<file path="src/core/spfd_pkg.sv">
// spfd_pkg: register map, field layout, reset values and timing constants
// for the stall prevention and frequency detection supervisor.
// assumes a single 250 MHz clock domain and a plain strobe register port.
`default_nettype none

package spfd_pkg;

	// word-aligned register byte addresses
	localparam logic [7:0] ADDR_CTRL = 8'h00;
	localparam logic [7:0] ADDR_ACCEL = 8'h04;
	localparam logic [7:0] ADDR_DECEL = 8'h08;
	localparam logic [7:0] ADDR_RUN = 8'h0C;
	localparam logic [7:0] ADDR_FDET = 8'h10;
	localparam logic [7:0] ADDR_LOSS = 8'h14;
	localparam logic [7:0] ADDR_LIMIT = 8'h18;
	localparam logic [7:0] ADDR_BASE = 8'h1C;
	localparam logic [7:0] ADDR_STATUS = 8'h20;

	// control register bit positions
	localparam int CTRL_ACCEL_EN = 0;
	localparam int CTRL_DECEL_EN = 1;
	localparam int CTRL_RUN_MODE = 2;
	localparam int CTRL_LOSS_ACT = 4;
	localparam int CTRL_HV_CLASS = 5;
	localparam int CTRL_ANALOG_LVL = 6;
	localparam int CTRL_DUTY = 7;
	localparam int CTRL_WIDTH = 8;
	// accel stall enable, decel stall enable, run mode 1
	localparam logic [7:0] CTRL_RESET = 8'h07;

	// currents in percent of rated, frequency in 0.1 Hz, voltage in volts
	localparam logic [7:0] ACCEL_LVL_MAX = 8'h96;
	localparam logic [7:0] ACCEL_FLOOR_MAX = 8'h64;
	localparam logic [7:0] ACCEL_FLOOR_RESET = 8'h32;
	localparam logic [8:0] DECEL_V_MIN = 9'h14A;
	localparam logic [8:0] DECEL_V_MAX = 9'h19A;
	localparam logic [8:0] DECEL_V_RESET = 9'h18B;
	localparam logic [7:0] RUN_LVL_MIN = 8'h1E;
	localparam logic [7:0] RUN_LVL_MAX = 8'h96;
	localparam logic [15:0] FDET_LVL_RESET = 16'h012C;
	localparam logic [7:0] FDET_W_MIN = 8'h01;
	localparam logic [7:0] FDET_W_RESET = 8'h14;
	localparam logic [9:0] FALLBACK_MAX = 10'h3E8;
	localparam logic [9:0] FALLBACK_RESET = 10'h320;
	localparam logic [8:0] LOSS_T_MIN = 9'h014;
	localparam logic [8:0] LOSS_T_MAX = 9'h190;
	localparam logic [8:0] LOSS_T_RESET = 9'h014;
	localparam logic [15:0] MAXF_RESET = 16'h0258;
	localparam logic [15:0] BASEF_RESET = 16'h0258;
	localparam logic [15:0] RUN_MIN_FREQ = 16'h003C;

	// hysteresis figures in percent
	localparam logic [7:0] ACCEL_RELEASE_PCT = 8'h55;
	localparam logic [7:0] RUN_RELEASE_DROP = 8'h02;
	localparam logic [7:0] LOSS_RATIO_PCT = 8'h5A;

	// timing: 250 MHz clock
	localparam int CLK_MHZ = 250;
	localparam int RUN_RECOVER_MS = 100;
	localparam int MS_CYCLES = CLK_MHZ * 1000;
	localparam int RUN_RECOVER_CYCLES = RUN_RECOVER_MS * MS_CYCLES;

	// ramp phase reported by the ramp generator
	typedef enum logic [1:0] {
		SPFD_IDLE = 2'b00,
		SPFD_ACCEL = 2'b01,
		SPFD_RUN = 2'b10,
		SPFD_DECEL = 2'b11
	} spfd_phase_e;

endpackage

`default_nettype wire

</file>
<file path="src/core/spfd_core.sv">
// spfd_core: stall prevention supervisor for accel, run and decel phases,
// frequency agree/detect outputs and frequency command loss handling.
// assumes synchronous inputs on mclk_i, a ramp generator that obeys the
// hold/decel requests, and software access over a plain strobe port.
//
// Summary of operation
// accel stall current level programmable from 0 to 150 percent.
// constant power range lowers accel level, never under the floor limit.
// decel stall enabled holds frequency while bus voltage above level.
// decel stall disabled ramps down at set time regardless of voltage.
// decel voltage level 330 to 410 volts, default 395, doubled high class.
// run stall stays inactive below 6 Hz output frequency.
// run mode 1 decelerates on deceleration time one above run level.
// reaccelerate only after current under level minus 2 for 100 ms.
// run mode 2 equals mode 1 but uses deceleration time two.
// run mode 0 tracks the command with no current reduction.
// run stall level 30 to 150 percent, default from duty rating.
// analog level option uses the smaller of setting and analog input.
// detect level default 30.0 Hz, capped; width 0.1 to 25.5 Hz.
// width alone drives agree; level and width drive user agree, detect 1 and detect 2.
// command loss when command drops under 90 percent within window.
// loss output asserts while a command loss is detected.
// loss action 1 runs at fallback frequency until command restored.
// loss action 0 keeps following the frequency command.
// accel halts above level, resumes when current 15 percent below.
// fallback frequency is 0.0 to 100.0 percent of maximum frequency.
// accel and decel supervisors act only in their own ramp phase; run stall triggers only in run.
`default_nettype none

module spfd_core #(
	parameter int RECOVER_CYCLES = spfd_pkg::RUN_RECOVER_CYCLES,
	parameter int MS_TICK_CYCLES = spfd_pkg::MS_CYCLES,
	parameter logic [7:0] LVL_DEFAULT_ND = 8'h78,
	parameter logic [7:0] LVL_DEFAULT_HD = 8'h96
) (
	// clock and reset
	input wire logic mclk_i,
	input wire logic reset_i,
	// register port
	input wire logic [7:0] reg_addr_i,
	input wire logic [31:0] reg_wdata_i,
	input wire logic reg_wr_i,
	input wire logic reg_rd_i,
	output logic [31:0] reg_rdata_o,
	// measurements and ramp state
	input wire logic [1:0] ramp_phase_i,
	input wire logic [15:0] out_freq_i,
	input wire logic [15:0] freq_cmd_i,
	input wire logic [7:0] out_current_i,
	input wire logic [9:0] bus_voltage_i,
	input wire logic [7:0] analog_level_i,
	// requests to the ramp generator
	output logic [15:0] freq_target_o,
	output logic accel_hold_o,
	output logic decel_hold_o,
	output logic run_decel_o,
	output logic decel_time_two_o,
	// multi-function output sources
	output logic freq_agree_o,
	output logic user_freq_agree_o,
	output logic freq_detect1_o,
	output logic freq_detect2_o,
	output logic cmd_loss_o
);

	function automatic logic [15:0] clamp16(input logic [15:0] v,
		input logic [15:0] lo, input logic [15:0] hi);
		clamp16 = (v < lo) ? lo : ((v > hi) ? hi : v);
	endfunction

	function automatic logic [15:0] absdiff(input logic [15:0] a,
		input logic [15:0] b);
		absdiff = (a > b) ? a - b : b - a;
	endfunction

	// software state
	logic [spfd_pkg::CTRL_WIDTH-1:0] ctrl;
	logic [7:0] accel_stall_current_level;
	logic [7:0] accel_stall_floor_limit;
	logic [8:0] decel_stall_voltage_level;
	logic [7:0] run_stall_current_level;
	logic [15:0] freq_detect_level;
	logic [7:0] freq_detect_width;
	logic [9:0] cmd_loss_fallback_freq;
	logic [8:0] cmd_loss_detect_time;
	logic [15:0] max_output_freq;
	logic [15:0] freq_cmd_upper_limit;
	logic [15:0] base_freq;

	logic accel_stall_enable;
	logic decel_stall_enable;
	logic [1:0] run_stall_mode;
	logic cmd_loss_action_select;
	logic high_voltage_class;
	logic analog_level_enable;
	logic duty_rating_select;
	logic [7:0] wr_byte;
	logic [15:0] wr_half;

	assign accel_stall_enable = ctrl[spfd_pkg::CTRL_ACCEL_EN];
	assign decel_stall_enable = ctrl[spfd_pkg::CTRL_DECEL_EN];
	assign run_stall_mode = ctrl[spfd_pkg::CTRL_RUN_MODE +: 2];
	assign cmd_loss_action_select = ctrl[spfd_pkg::CTRL_LOSS_ACT];
	assign high_voltage_class = ctrl[spfd_pkg::CTRL_HV_CLASS];
	assign analog_level_enable = ctrl[spfd_pkg::CTRL_ANALOG_LVL];
	assign duty_rating_select = ctrl[spfd_pkg::CTRL_DUTY];
	assign wr_byte = reg_wdata_i[7:0];
	assign wr_half = reg_wdata_i[15:0];

	// control register; run mode 3 is not a setting and folds to 0
	always_ff @(posedge mclk_i) begin
		if (reset_i) begin
			ctrl <= spfd_pkg::CTRL_RESET;
		end else if (reg_wr_i && reg_addr_i == spfd_pkg::ADDR_CTRL) begin
			ctrl <= wr_byte;
			if (wr_byte[spfd_pkg::CTRL_RUN_MODE +: 2] == 2'b11) begin
				ctrl[spfd_pkg::CTRL_RUN_MODE +: 2] <= 2'b00;
			end
		end
	end

	// current levels; writing duty rating reloads its dependent defaults
	always_ff @(posedge mclk_i) begin
		if (reset_i) begin
			accel_stall_current_level <= LVL_DEFAULT_ND;
			accel_stall_floor_limit <= spfd_pkg::ACCEL_FLOOR_RESET;
			run_stall_current_level <= LVL_DEFAULT_ND;
		end else if (reg_wr_i) begin
			if (reg_addr_i == spfd_pkg::ADDR_CTRL &&
				wr_byte[spfd_pkg::CTRL_DUTY] != duty_rating_select) begin
				accel_stall_current_level <= wr_byte[spfd_pkg::CTRL_DUTY] ?
					LVL_DEFAULT_HD : LVL_DEFAULT_ND;
				run_stall_current_level <= wr_byte[spfd_pkg::CTRL_DUTY] ?
					LVL_DEFAULT_HD : LVL_DEFAULT_ND;
			end
			// accel level clamp
			if (reg_addr_i == spfd_pkg::ADDR_ACCEL) begin
				accel_stall_current_level <= 8'(clamp16({8'h00, wr_byte},
					16'h0000, {8'h00, spfd_pkg::ACCEL_LVL_MAX}));
				accel_stall_floor_limit <= 8'(clamp16({8'h00, wr_half[15:8]},
					16'h0000, {8'h00, spfd_pkg::ACCEL_FLOOR_MAX}));
			end
			// run level clamp
			if (reg_addr_i == spfd_pkg::ADDR_RUN) begin
				run_stall_current_level <= 8'(clamp16({8'h00, wr_byte},
					{8'h00, spfd_pkg::RUN_LVL_MIN},
					{8'h00, spfd_pkg::RUN_LVL_MAX}));
			end
		end
	end

	// voltage, detection, loss and frequency limit settings
	always_ff @(posedge mclk_i) begin
		if (reset_i) begin
			decel_stall_voltage_level <= spfd_pkg::DECEL_V_RESET;
			freq_detect_level <= spfd_pkg::FDET_LVL_RESET;
			freq_detect_width <= spfd_pkg::FDET_W_RESET;
			cmd_loss_fallback_freq <= spfd_pkg::FALLBACK_RESET;
			cmd_loss_detect_time <= spfd_pkg::LOSS_T_RESET;
			max_output_freq <= spfd_pkg::MAXF_RESET;
			freq_cmd_upper_limit <= spfd_pkg::MAXF_RESET;
			base_freq <= spfd_pkg::BASEF_RESET;
		end else if (reg_wr_i) begin
			unique case (reg_addr_i)
				// decel voltage range
				spfd_pkg::ADDR_DECEL: begin
					decel_stall_voltage_level <= 9'(clamp16(
						{7'h00, reg_wdata_i[8:0]},
						{7'h00, spfd_pkg::DECEL_V_MIN},
						{7'h00, spfd_pkg::DECEL_V_MAX}));
				end
				// width floor of 0.1 Hz
				spfd_pkg::ADDR_FDET: begin
					freq_detect_level <= wr_half;
					freq_detect_width <= 8'(clamp16({8'h00, reg_wdata_i[23:16]},
						{8'h00, spfd_pkg::FDET_W_MIN}, 16'h00FF));
				end
				// fallback up to 100.0 percent
				spfd_pkg::ADDR_LOSS: begin
					cmd_loss_fallback_freq <= 10'(clamp16({6'h00, reg_wdata_i[9:0]},
						16'h0000, {6'h00, spfd_pkg::FALLBACK_MAX}));
					cmd_loss_detect_time <= 9'(clamp16(
						{7'h00, reg_wdata_i[24:16]},
						{7'h00, spfd_pkg::LOSS_T_MIN},
						{7'h00, spfd_pkg::LOSS_T_MAX}));
				end
				spfd_pkg::ADDR_LIMIT: begin
					max_output_freq <= wr_half;
					freq_cmd_upper_limit <= reg_wdata_i[31:16];
				end
				spfd_pkg::ADDR_BASE: begin
					base_freq <= wr_half;
				end
				default: begin
				end
			endcase
		end
	end

	// acceleration stall supervisor
	logic [7:0] accel_eff_level;
	logic [23:0] accel_scaled;
	logic accel_hold;

	// level * base / fout above base, floored
	always_comb begin
		accel_scaled = 24'h000000;
		accel_eff_level = accel_stall_current_level;
		if (out_freq_i > base_freq && out_freq_i != 16'h0000) begin
			accel_scaled = ({16'h0000, accel_stall_current_level} *
				{8'h00, base_freq}) / {8'h00, out_freq_i};
			accel_eff_level = accel_scaled[7:0];
			if (accel_scaled[7:0] < accel_stall_floor_limit) begin
				accel_eff_level = accel_stall_floor_limit;
			end
		end
	end

	always_ff @(posedge mclk_i) begin
		if (reset_i) begin
			accel_hold <= 1'b0;
		// only while ramping up
		end else if (!accel_stall_enable ||
			ramp_phase_i != spfd_pkg::SPFD_ACCEL) begin
			accel_hold <= 1'b0;
		// halt above level
		end else if (out_current_i > accel_eff_level) begin
			accel_hold <= 1'b1;
		// resume 15 percent below
		end else if ({8'h00, out_current_i} * 16'd100 <
			{8'h00, accel_eff_level} * {8'h00, spfd_pkg::ACCEL_RELEASE_PCT}) begin
			accel_hold <= 1'b0;
		end
	end

	// deceleration stall supervisor
	logic [9:0] decel_threshold;
	logic decel_hold;

	// doubled for high voltage class
	assign decel_threshold = high_voltage_class ?
		{decel_stall_voltage_level, 1'b0} : {1'b0, decel_stall_voltage_level};

	always_ff @(posedge mclk_i) begin
		if (reset_i) begin
			decel_hold <= 1'b0;
		// disabled ignores bus voltage
		end else if (!decel_stall_enable ||
			ramp_phase_i != spfd_pkg::SPFD_DECEL) begin
			decel_hold <= 1'b0;
		// freeze above level, resume below
		end else begin
			decel_hold <= bus_voltage_i > decel_threshold;
		end
	end

	// run stall supervisor
	logic [7:0] run_eff_level;
	logic run_active;
	logic run_reduce;
	logic run_time_two;
	logic [$clog2(RECOVER_CYCLES+1)-1:0] recover_count;

	// smaller of setting and analog input
	assign run_eff_level = (analog_level_enable &&
		analog_level_i < run_stall_current_level) ?
		analog_level_i : run_stall_current_level;

	// inactive below 6 Hz; R10: mode 0 never reduces
	assign run_active = run_stall_mode != 2'b00 &&
		out_freq_i >= spfd_pkg::RUN_MIN_FREQ;

	always_ff @(posedge mclk_i) begin
		if (reset_i) begin
			run_reduce <= 1'b0;
			run_time_two <= 1'b0;
			recover_count <= '0;
		end else if (!run_active) begin
			run_reduce <= 1'b0;
			recover_count <= '0;
		// trigger only at constant speed
		end else if (!run_reduce) begin
			recover_count <= '0;
			if (ramp_phase_i == spfd_pkg::SPFD_RUN &&
				out_current_i > run_eff_level) begin
				run_reduce <= 1'b1;
				// time one; R9: mode 2 uses time two
				run_time_two <= run_stall_mode == 2'b10;
			end
		// level minus 2 held for 100 ms
		end else if ({1'b0, out_current_i} + {1'b0, spfd_pkg::RUN_RELEASE_DROP}
			< {1'b0, run_eff_level}) begin
			if (recover_count == RECOVER_CYCLES[$bits(recover_count)-1:0] -
				1'b1) begin
				run_reduce <= 1'b0;
				recover_count <= '0;
			end else begin
				recover_count <= recover_count + 1'b1;
			end
		end else begin
			recover_count <= '0;
		end
	end

	// frequency detection
	logic [15:0] det_level;
	logic [15:0] det_cap;
	logic [15:0] width16;
	logic det1;
	logic det2;
	logic agree;
	logic user_agree;

	// level capped by max frequency and upper limit
	assign det_cap = (max_output_freq < freq_cmd_upper_limit) ?
		max_output_freq : freq_cmd_upper_limit;
	assign det_level = (freq_detect_level > det_cap) ? det_cap :
		freq_detect_level;
	assign width16 = {8'h00, freq_detect_width};

	// agree, user agree, detect 1 and detect 2 with width band
	always_ff @(posedge mclk_i) begin
		if (reset_i) begin
			agree <= 1'b0;
			user_agree <= 1'b0;
			det1 <= 1'b0;
			det2 <= 1'b0;
		end else begin
			agree <= ramp_phase_i != spfd_pkg::SPFD_IDLE &&
				absdiff(out_freq_i, freq_target_o) <= width16;
			user_agree <= absdiff(out_freq_i, det_level) <= width16 &&
				absdiff(out_freq_i, freq_target_o) <= width16;
			if (out_freq_i >= det_level) begin
				det1 <= 1'b1;
			end else if ({1'b0, out_freq_i} + {1'b0, width16} <
				{1'b0, det_level}) begin
				det1 <= 1'b0;
			end
			if (out_freq_i <= det_level) begin
				det2 <= 1'b1;
			end else if ({1'b0, out_freq_i} >
				{1'b0, det_level} + {1'b0, width16}) begin
				det2 <= 1'b0;
			end
		end
	end

	// command loss detection
	logic [$clog2(MS_TICK_CYCLES+1)-1:0] ms_count;
	logic [8:0] window_ms;
	logic [15:0] window_ref;
	logic [15:0] loss_ref;
	logic cmd_loss;
	logic [25:0] fallback_prod;

	always_ff @(posedge mclk_i) begin
		if (reset_i) begin
			ms_count <= '0;
			window_ms <= 9'h000;
			window_ref <= 16'h0000;
			loss_ref <= 16'h0000;
			cmd_loss <= 1'b0;
		end else begin
			if (ms_count == MS_TICK_CYCLES[$bits(ms_count)-1:0] - 1'b1) begin
				ms_count <= '0;
				if (window_ms >= cmd_loss_detect_time - 9'h001) begin
					window_ms <= 9'h000;
					window_ref <= freq_cmd_i;
					// below 90 percent within window
					if (!cmd_loss && {4'h0, freq_cmd_i} * 20'd100 <
						{4'h0, window_ref} * {12'h000, spfd_pkg::LOSS_RATIO_PCT}) begin
						cmd_loss <= 1'b1;
						loss_ref <= window_ref;
					end
				end else begin
					window_ms <= window_ms + 9'h001;
				end
			end else begin
				ms_count <= ms_count + 1'b1;
			end
			// restored once back at 90 percent of the lost value
			if (cmd_loss && {4'h0, freq_cmd_i} * 20'd100 >=
				{4'h0, loss_ref} * {12'h000, spfd_pkg::LOSS_RATIO_PCT}) begin
				cmd_loss <= 1'b0;
			end
		end
	end

	// percent of maximum output frequency, 0.1 percent steps
	assign fallback_prod = {10'h000, max_output_freq} *
		{16'h0000, cmd_loss_fallback_freq} / 26'd1000;

	// target frequency handed to the ramp generator
	always_ff @(posedge mclk_i) begin
		if (reset_i) begin
			freq_target_o <= 16'h0000;
		// fallback while loss persists
		end else if (cmd_loss && cmd_loss_action_select) begin
			freq_target_o <= fallback_prod[15:0];
		// follow the command otherwise
		end else begin
			freq_target_o <= freq_cmd_i;
		end
	end

	// register read port, data one cycle after the strobe
	always_ff @(posedge mclk_i) begin
		if (reset_i || !reg_rd_i) begin
			reg_rdata_o <= 32'h00000000;
		end else begin
			unique case (reg_addr_i)
				spfd_pkg::ADDR_CTRL: reg_rdata_o <= {24'h000000, ctrl};
				spfd_pkg::ADDR_ACCEL: reg_rdata_o <= {16'h0000,
					accel_stall_floor_limit, accel_stall_current_level};
				spfd_pkg::ADDR_DECEL: reg_rdata_o <= {23'h000000,
					decel_stall_voltage_level};
				spfd_pkg::ADDR_RUN: reg_rdata_o <= {24'h000000,
					run_stall_current_level};
				spfd_pkg::ADDR_FDET: reg_rdata_o <= {8'h00, freq_detect_width,
					freq_detect_level};
				spfd_pkg::ADDR_LOSS: reg_rdata_o <= {7'h00, cmd_loss_detect_time,
					6'h00, cmd_loss_fallback_freq};
				spfd_pkg::ADDR_LIMIT: reg_rdata_o <= {freq_cmd_upper_limit,
					max_output_freq};
				spfd_pkg::ADDR_BASE: reg_rdata_o <= {16'h0000, base_freq};
				spfd_pkg::ADDR_STATUS: reg_rdata_o <= {23'h000000,
					cmd_loss, det2, det1, user_agree,
					agree, run_time_two, run_reduce, decel_hold, accel_hold};
				default: reg_rdata_o <= 32'h00000000;
			endcase
		end
	end

	assign accel_hold_o = accel_hold;
	assign decel_hold_o = decel_hold;
	assign run_decel_o = run_reduce;
	assign decel_time_two_o = run_time_two;
	assign freq_agree_o = agree;
	assign user_freq_agree_o = user_agree;
	assign freq_detect1_o = det1;
	assign freq_detect2_o = det2;
	// loss output follows detection
	assign cmd_loss_o = cmd_loss;

endmodule

`default_nettype wire

</file>
<file path="config.mk">
export PLATFORM = sky130hd
export DESIGN_NAME = spfd_core
export DESIGN_NICKNAME = d
export VERILOG_FILES = /design/src/core/spfd_pkg.sv /design/src/core/spfd_core.sv
export SDC_FILE = /design/constraint.sdc
export NUM_CORES = 2
export LEC_CHECK = 0
export ABC_AREA = 1
export BUFFER_PORTS_ARGS = -buffer_cell sky130_fd_sc_hd__buf_4
export CAP_MARGIN = 5
export CORE_ASPECT_RATIO = 0.5
export CORE_MARGIN = 2
export CORE_UTILIZATION = 58
export DETAILED_ROUTE_END_ITERATION = 8
export PLACE_DENSITY = 0.83
export SYNTH_ARGS = -nofsm -noshare
export SYNTH_HDL_FRONTEND = slang
export SYNTH_SLANG_ARGS = --single-unit
export TNS_END_PERCENT = 50
</file>
<file path="constraint.sdc">
create_clock -name mclk_i -period 180.6 [get_ports mclk_i]
set_input_delay 54.18 -clock mclk_i [delete_from_list [all_inputs] [get_ports mclk_i]]
set_output_delay 54.18 -clock mclk_i [all_outputs]
set_load 0.01 [all_outputs]
</file>
==> results.md <==
* CP endpoint kind: register
* Fin crit share at 71.8%
* PostCTS Resize Cnt at 0
* Share of layout cells above drive strength 1 at 6.45%
* Sequential-to-total area share from yosys stat at 10.8%
* Detailed Place HPWL at 119000 µm
* Total track usage at 32.7%
* Multi-input gate area at 0.0390 mm²
* HP Class: register to register
* Die width at 422 µm
* CP Launch Type: primary input
* TritonCTS Sinks at 273
* Worst-Margin Slew at 1160 ps
* Post-Syn Nets at 8784
* Crit path DAT at 130220 ps
* Largest family of logic cells by synthesized area: adder cells
* Finished layout cell area at 0.0542 mm²
* Clk Tree Root Cell: clkbuf_16
* Crit path max fanout at 27
* Final ANT Viol Nets at 0
* Detailed Route Iter0 Violations at 4267
* Pleak at 30.3 nW
* Post-synth EDFFs at 0
* Synth area leaders: ha_1 (20%), nand2_1 (12%), fa_1 (11%)
* WL final at 148000 µm
* Fmax at 0.00771 GHz
* Total die area at 0.0900 mm²
* Crit path largest cell delay at 650 ps
* Setup Skew at 47.4 ps
* Vias/cell at 5.60
* Worst-skew pair later-pin latency at 630 ps
* Yosys reg bits at 273
* Async SR Flop Fraction at 0%
* Synth Area in XOR/XNOR at 6.39%
* Critical path data required time at 181170 ps
* Core Area at 0.0863 mm²
* Yosys cell types at 69
* Post-Place Cell Area at 0.0531 mm²
* Hold buffers post-CTS at 0
* Vias at 49541
* TritonCTS Buffers at 30
* Slew Viols, Final at 0
* Hold Violations, Final at 0
* WHS at 453 ps
* Top-count cell post-synth: nand2_1
* IO Count at 161
* Met1 usage at 43.0%
* Initial Util at 58.8%
* Register Area at 0.00547 mm²
* First-pass GRT wire length at 240000 µm
* Finished Layout Cells at 8850
* Yosys top cell area share at 20.2%
* Slew HR at 21.9%
* Critical path's slowest cell: inv_1
* Fillers at 7855
* H-tree depth at 1
* Worst-path clk slew at 80 ps
* Most Frequent Cell on Critical Path: inv_1
* Adder-Cell Fraction of Synth Area at 31.0%
* Complex-gate fraction of the synthesized area at 16.1%
* Max Cap Viol at 0
* Simple-Gate Fraction of Synth Area at 23.1%
* Mux share of post-synthesis cell area at 0.0789%
* Fin nets at 8844
* Max VDD drop at 0.0431 mV
* Wire per inst at 16.8 µm
* Antenna violations before repair at 12
* Syn_area_per_cell at 6.69 µm²
* Status: completed
* Number of global-route vias before repair at 46968
* Post-synth top area cell: ha_1
* Residual DRC at 0
* Setup TNS at 0 ps
* Number of detailed-route iterations in the first pass at 6
* Worst Setup Slack, final at 50950 ps
* Pre-CTS setup slack at 51240 ps
* Reg2reg setup slack at 101390 ps
* Final setup fails at 0
* CTS tree: yes
* Setup bufs post-CTS at 0
* FP Rows at 76
* RSZ-0062 raised after global routing: no
* Global route hottest layer: met2
* Pin count of the biggest net entering global routing at 92
* WS Path Type: primary input to register
* Synth top cells by count: nand2_1 (1564), inv_1 (1458), ha_1 (820)
* GR Util met2 at 53.4%
* Synth Instances at 7586
* CTS Buffer Depth at 3
* Total grt overflow at 0
* Met3 Track Usage GR at 4.62%
* Routability cong. at 1.01
* Min cycle time layout at 129650 ps
* Mapped cell area at 0.0508 mm²
* Synth Flop Type: dfxtp_1
* Area growth syn-to-layout at 6.84%
* Cell total after placement at 8784
* PwrDens at 16.1 mW/mm²
* PortBufs at 160
* Die height at 213 µm
* Synth warnings at 0
where the power goes:
part / switching, mW / leakage, nW / internal (mW) / total [mW]
Sequential: 0.000571 / 2.21 / 0.0606 / 0.0612
Combinational: 0.450 / 27.6 / 0.293 / 0.742
Clock: 0.0294 / 0.533 / 0.0401 / 0.0695
Total: 0.479 / 30.3 / 0.393 / 0.873
cell usage in the layout, fill, tap and decap left out, drive strengths merged, types with 39 or more instances in the layout:
cell	netlist	routed
nand2	1636	1636
inv	1500	1501
ha	820	820
a21oi	559	559
nor2	520	520
o21ai	504	504
nand3	317	317
fa	274	274
dfxtp	273	273
xor2	240	240
buf	8	201
xnor2	128	128
nor3	83	83
nand4	79	79
o21bai	60	60
a21o	57	57
o211ai	44	44
or2	39	39
a211oi	39	39
routing by layer:
metal	wire length, µm	share of wire (%)	vias to the layer above
met5	12	0.0081	-
met4	7620	5.1	2
met3	13200	8.9	446
li1	-	-	24589
met2	64400	43	1958
met1	63200	43	22546
per-stage QoR:
step	utilization [%]	total power [mW]
after global routing	62.8	0.991
after detailed placement	61.5	0.789
after CTS	62.8	0.863
after floorplan	-	0.656
after global placement	61.5	0.776
final	62.8	0.873
cell type report:
type | count | share of cell area (%)
sequential | 273 | 10.1
antenna | 10 | 0.0461
clock inverter | 18 | 0.494
inverter | 1519 | 10.5
multi-input combinational | 5621 | 71.8
tap | 1170 | 2.70
clock buffer | 38 | 1.53
timing repair buffer | 201 | 2.78
critical path: cells and delay by family:
family / cells / cell delay, ps
compound gates: 198 / 35060
xor+xnor: 1 / 80
fa+ha+maj: 29 / 9720
buf+inv: 103 / 12990
simple gates: 145 / 18020
worst paths after layout:
kind,start,end,cells after the start
max,out_freq_i[15],accel_hold_o,476
min,recover_count[0],recover_count[0],1
max reg2reg,accel_stall_current_level[4],accel_hold_o,486
min reg2reg,recover_count[0],recover_count[0],1
flip-flops by register name, indices dropped and copies added (netlist names), 9 cells and up:
| signal | flops |
|---|---|
| base_freq | 16 |
| freq_detect_level | 16 |
| freq_cmd_upper_limit | 16 |
| reg_rdata_o | 32 |
| window_ms | 9 |
| max_output_freq | 16 |
| freq_target_o | 16 |
| ms_count | 18 |
| cmd_loss_detect_time | 9 |
| cmd_loss_fallback_freq | 10 |
| recover_count | 25 |
| window_ref | 16 |
| decel_stall_voltage_level | 9 |
| loss_ref | 16 |
logic make-up (layout without fill, tap and decap cells):
| kind of cell | Yosys count | after routing |
|---|---|---|
| AOI/OAI and AO/OA | 1426 | 1426 |
| other | 0 | 10 |
| muxes | 4 | 4 |
| adders and majority gates | 1094 | 1094 |
| buffers and inverters | 1692 | 1776 |
| DFF | 273 | 273 |
| xor gates and xnor gates | 368 | 368 |
| and+or+nand+nor | 2729 | 2729 |
Power figures use the tool's default switching activity.
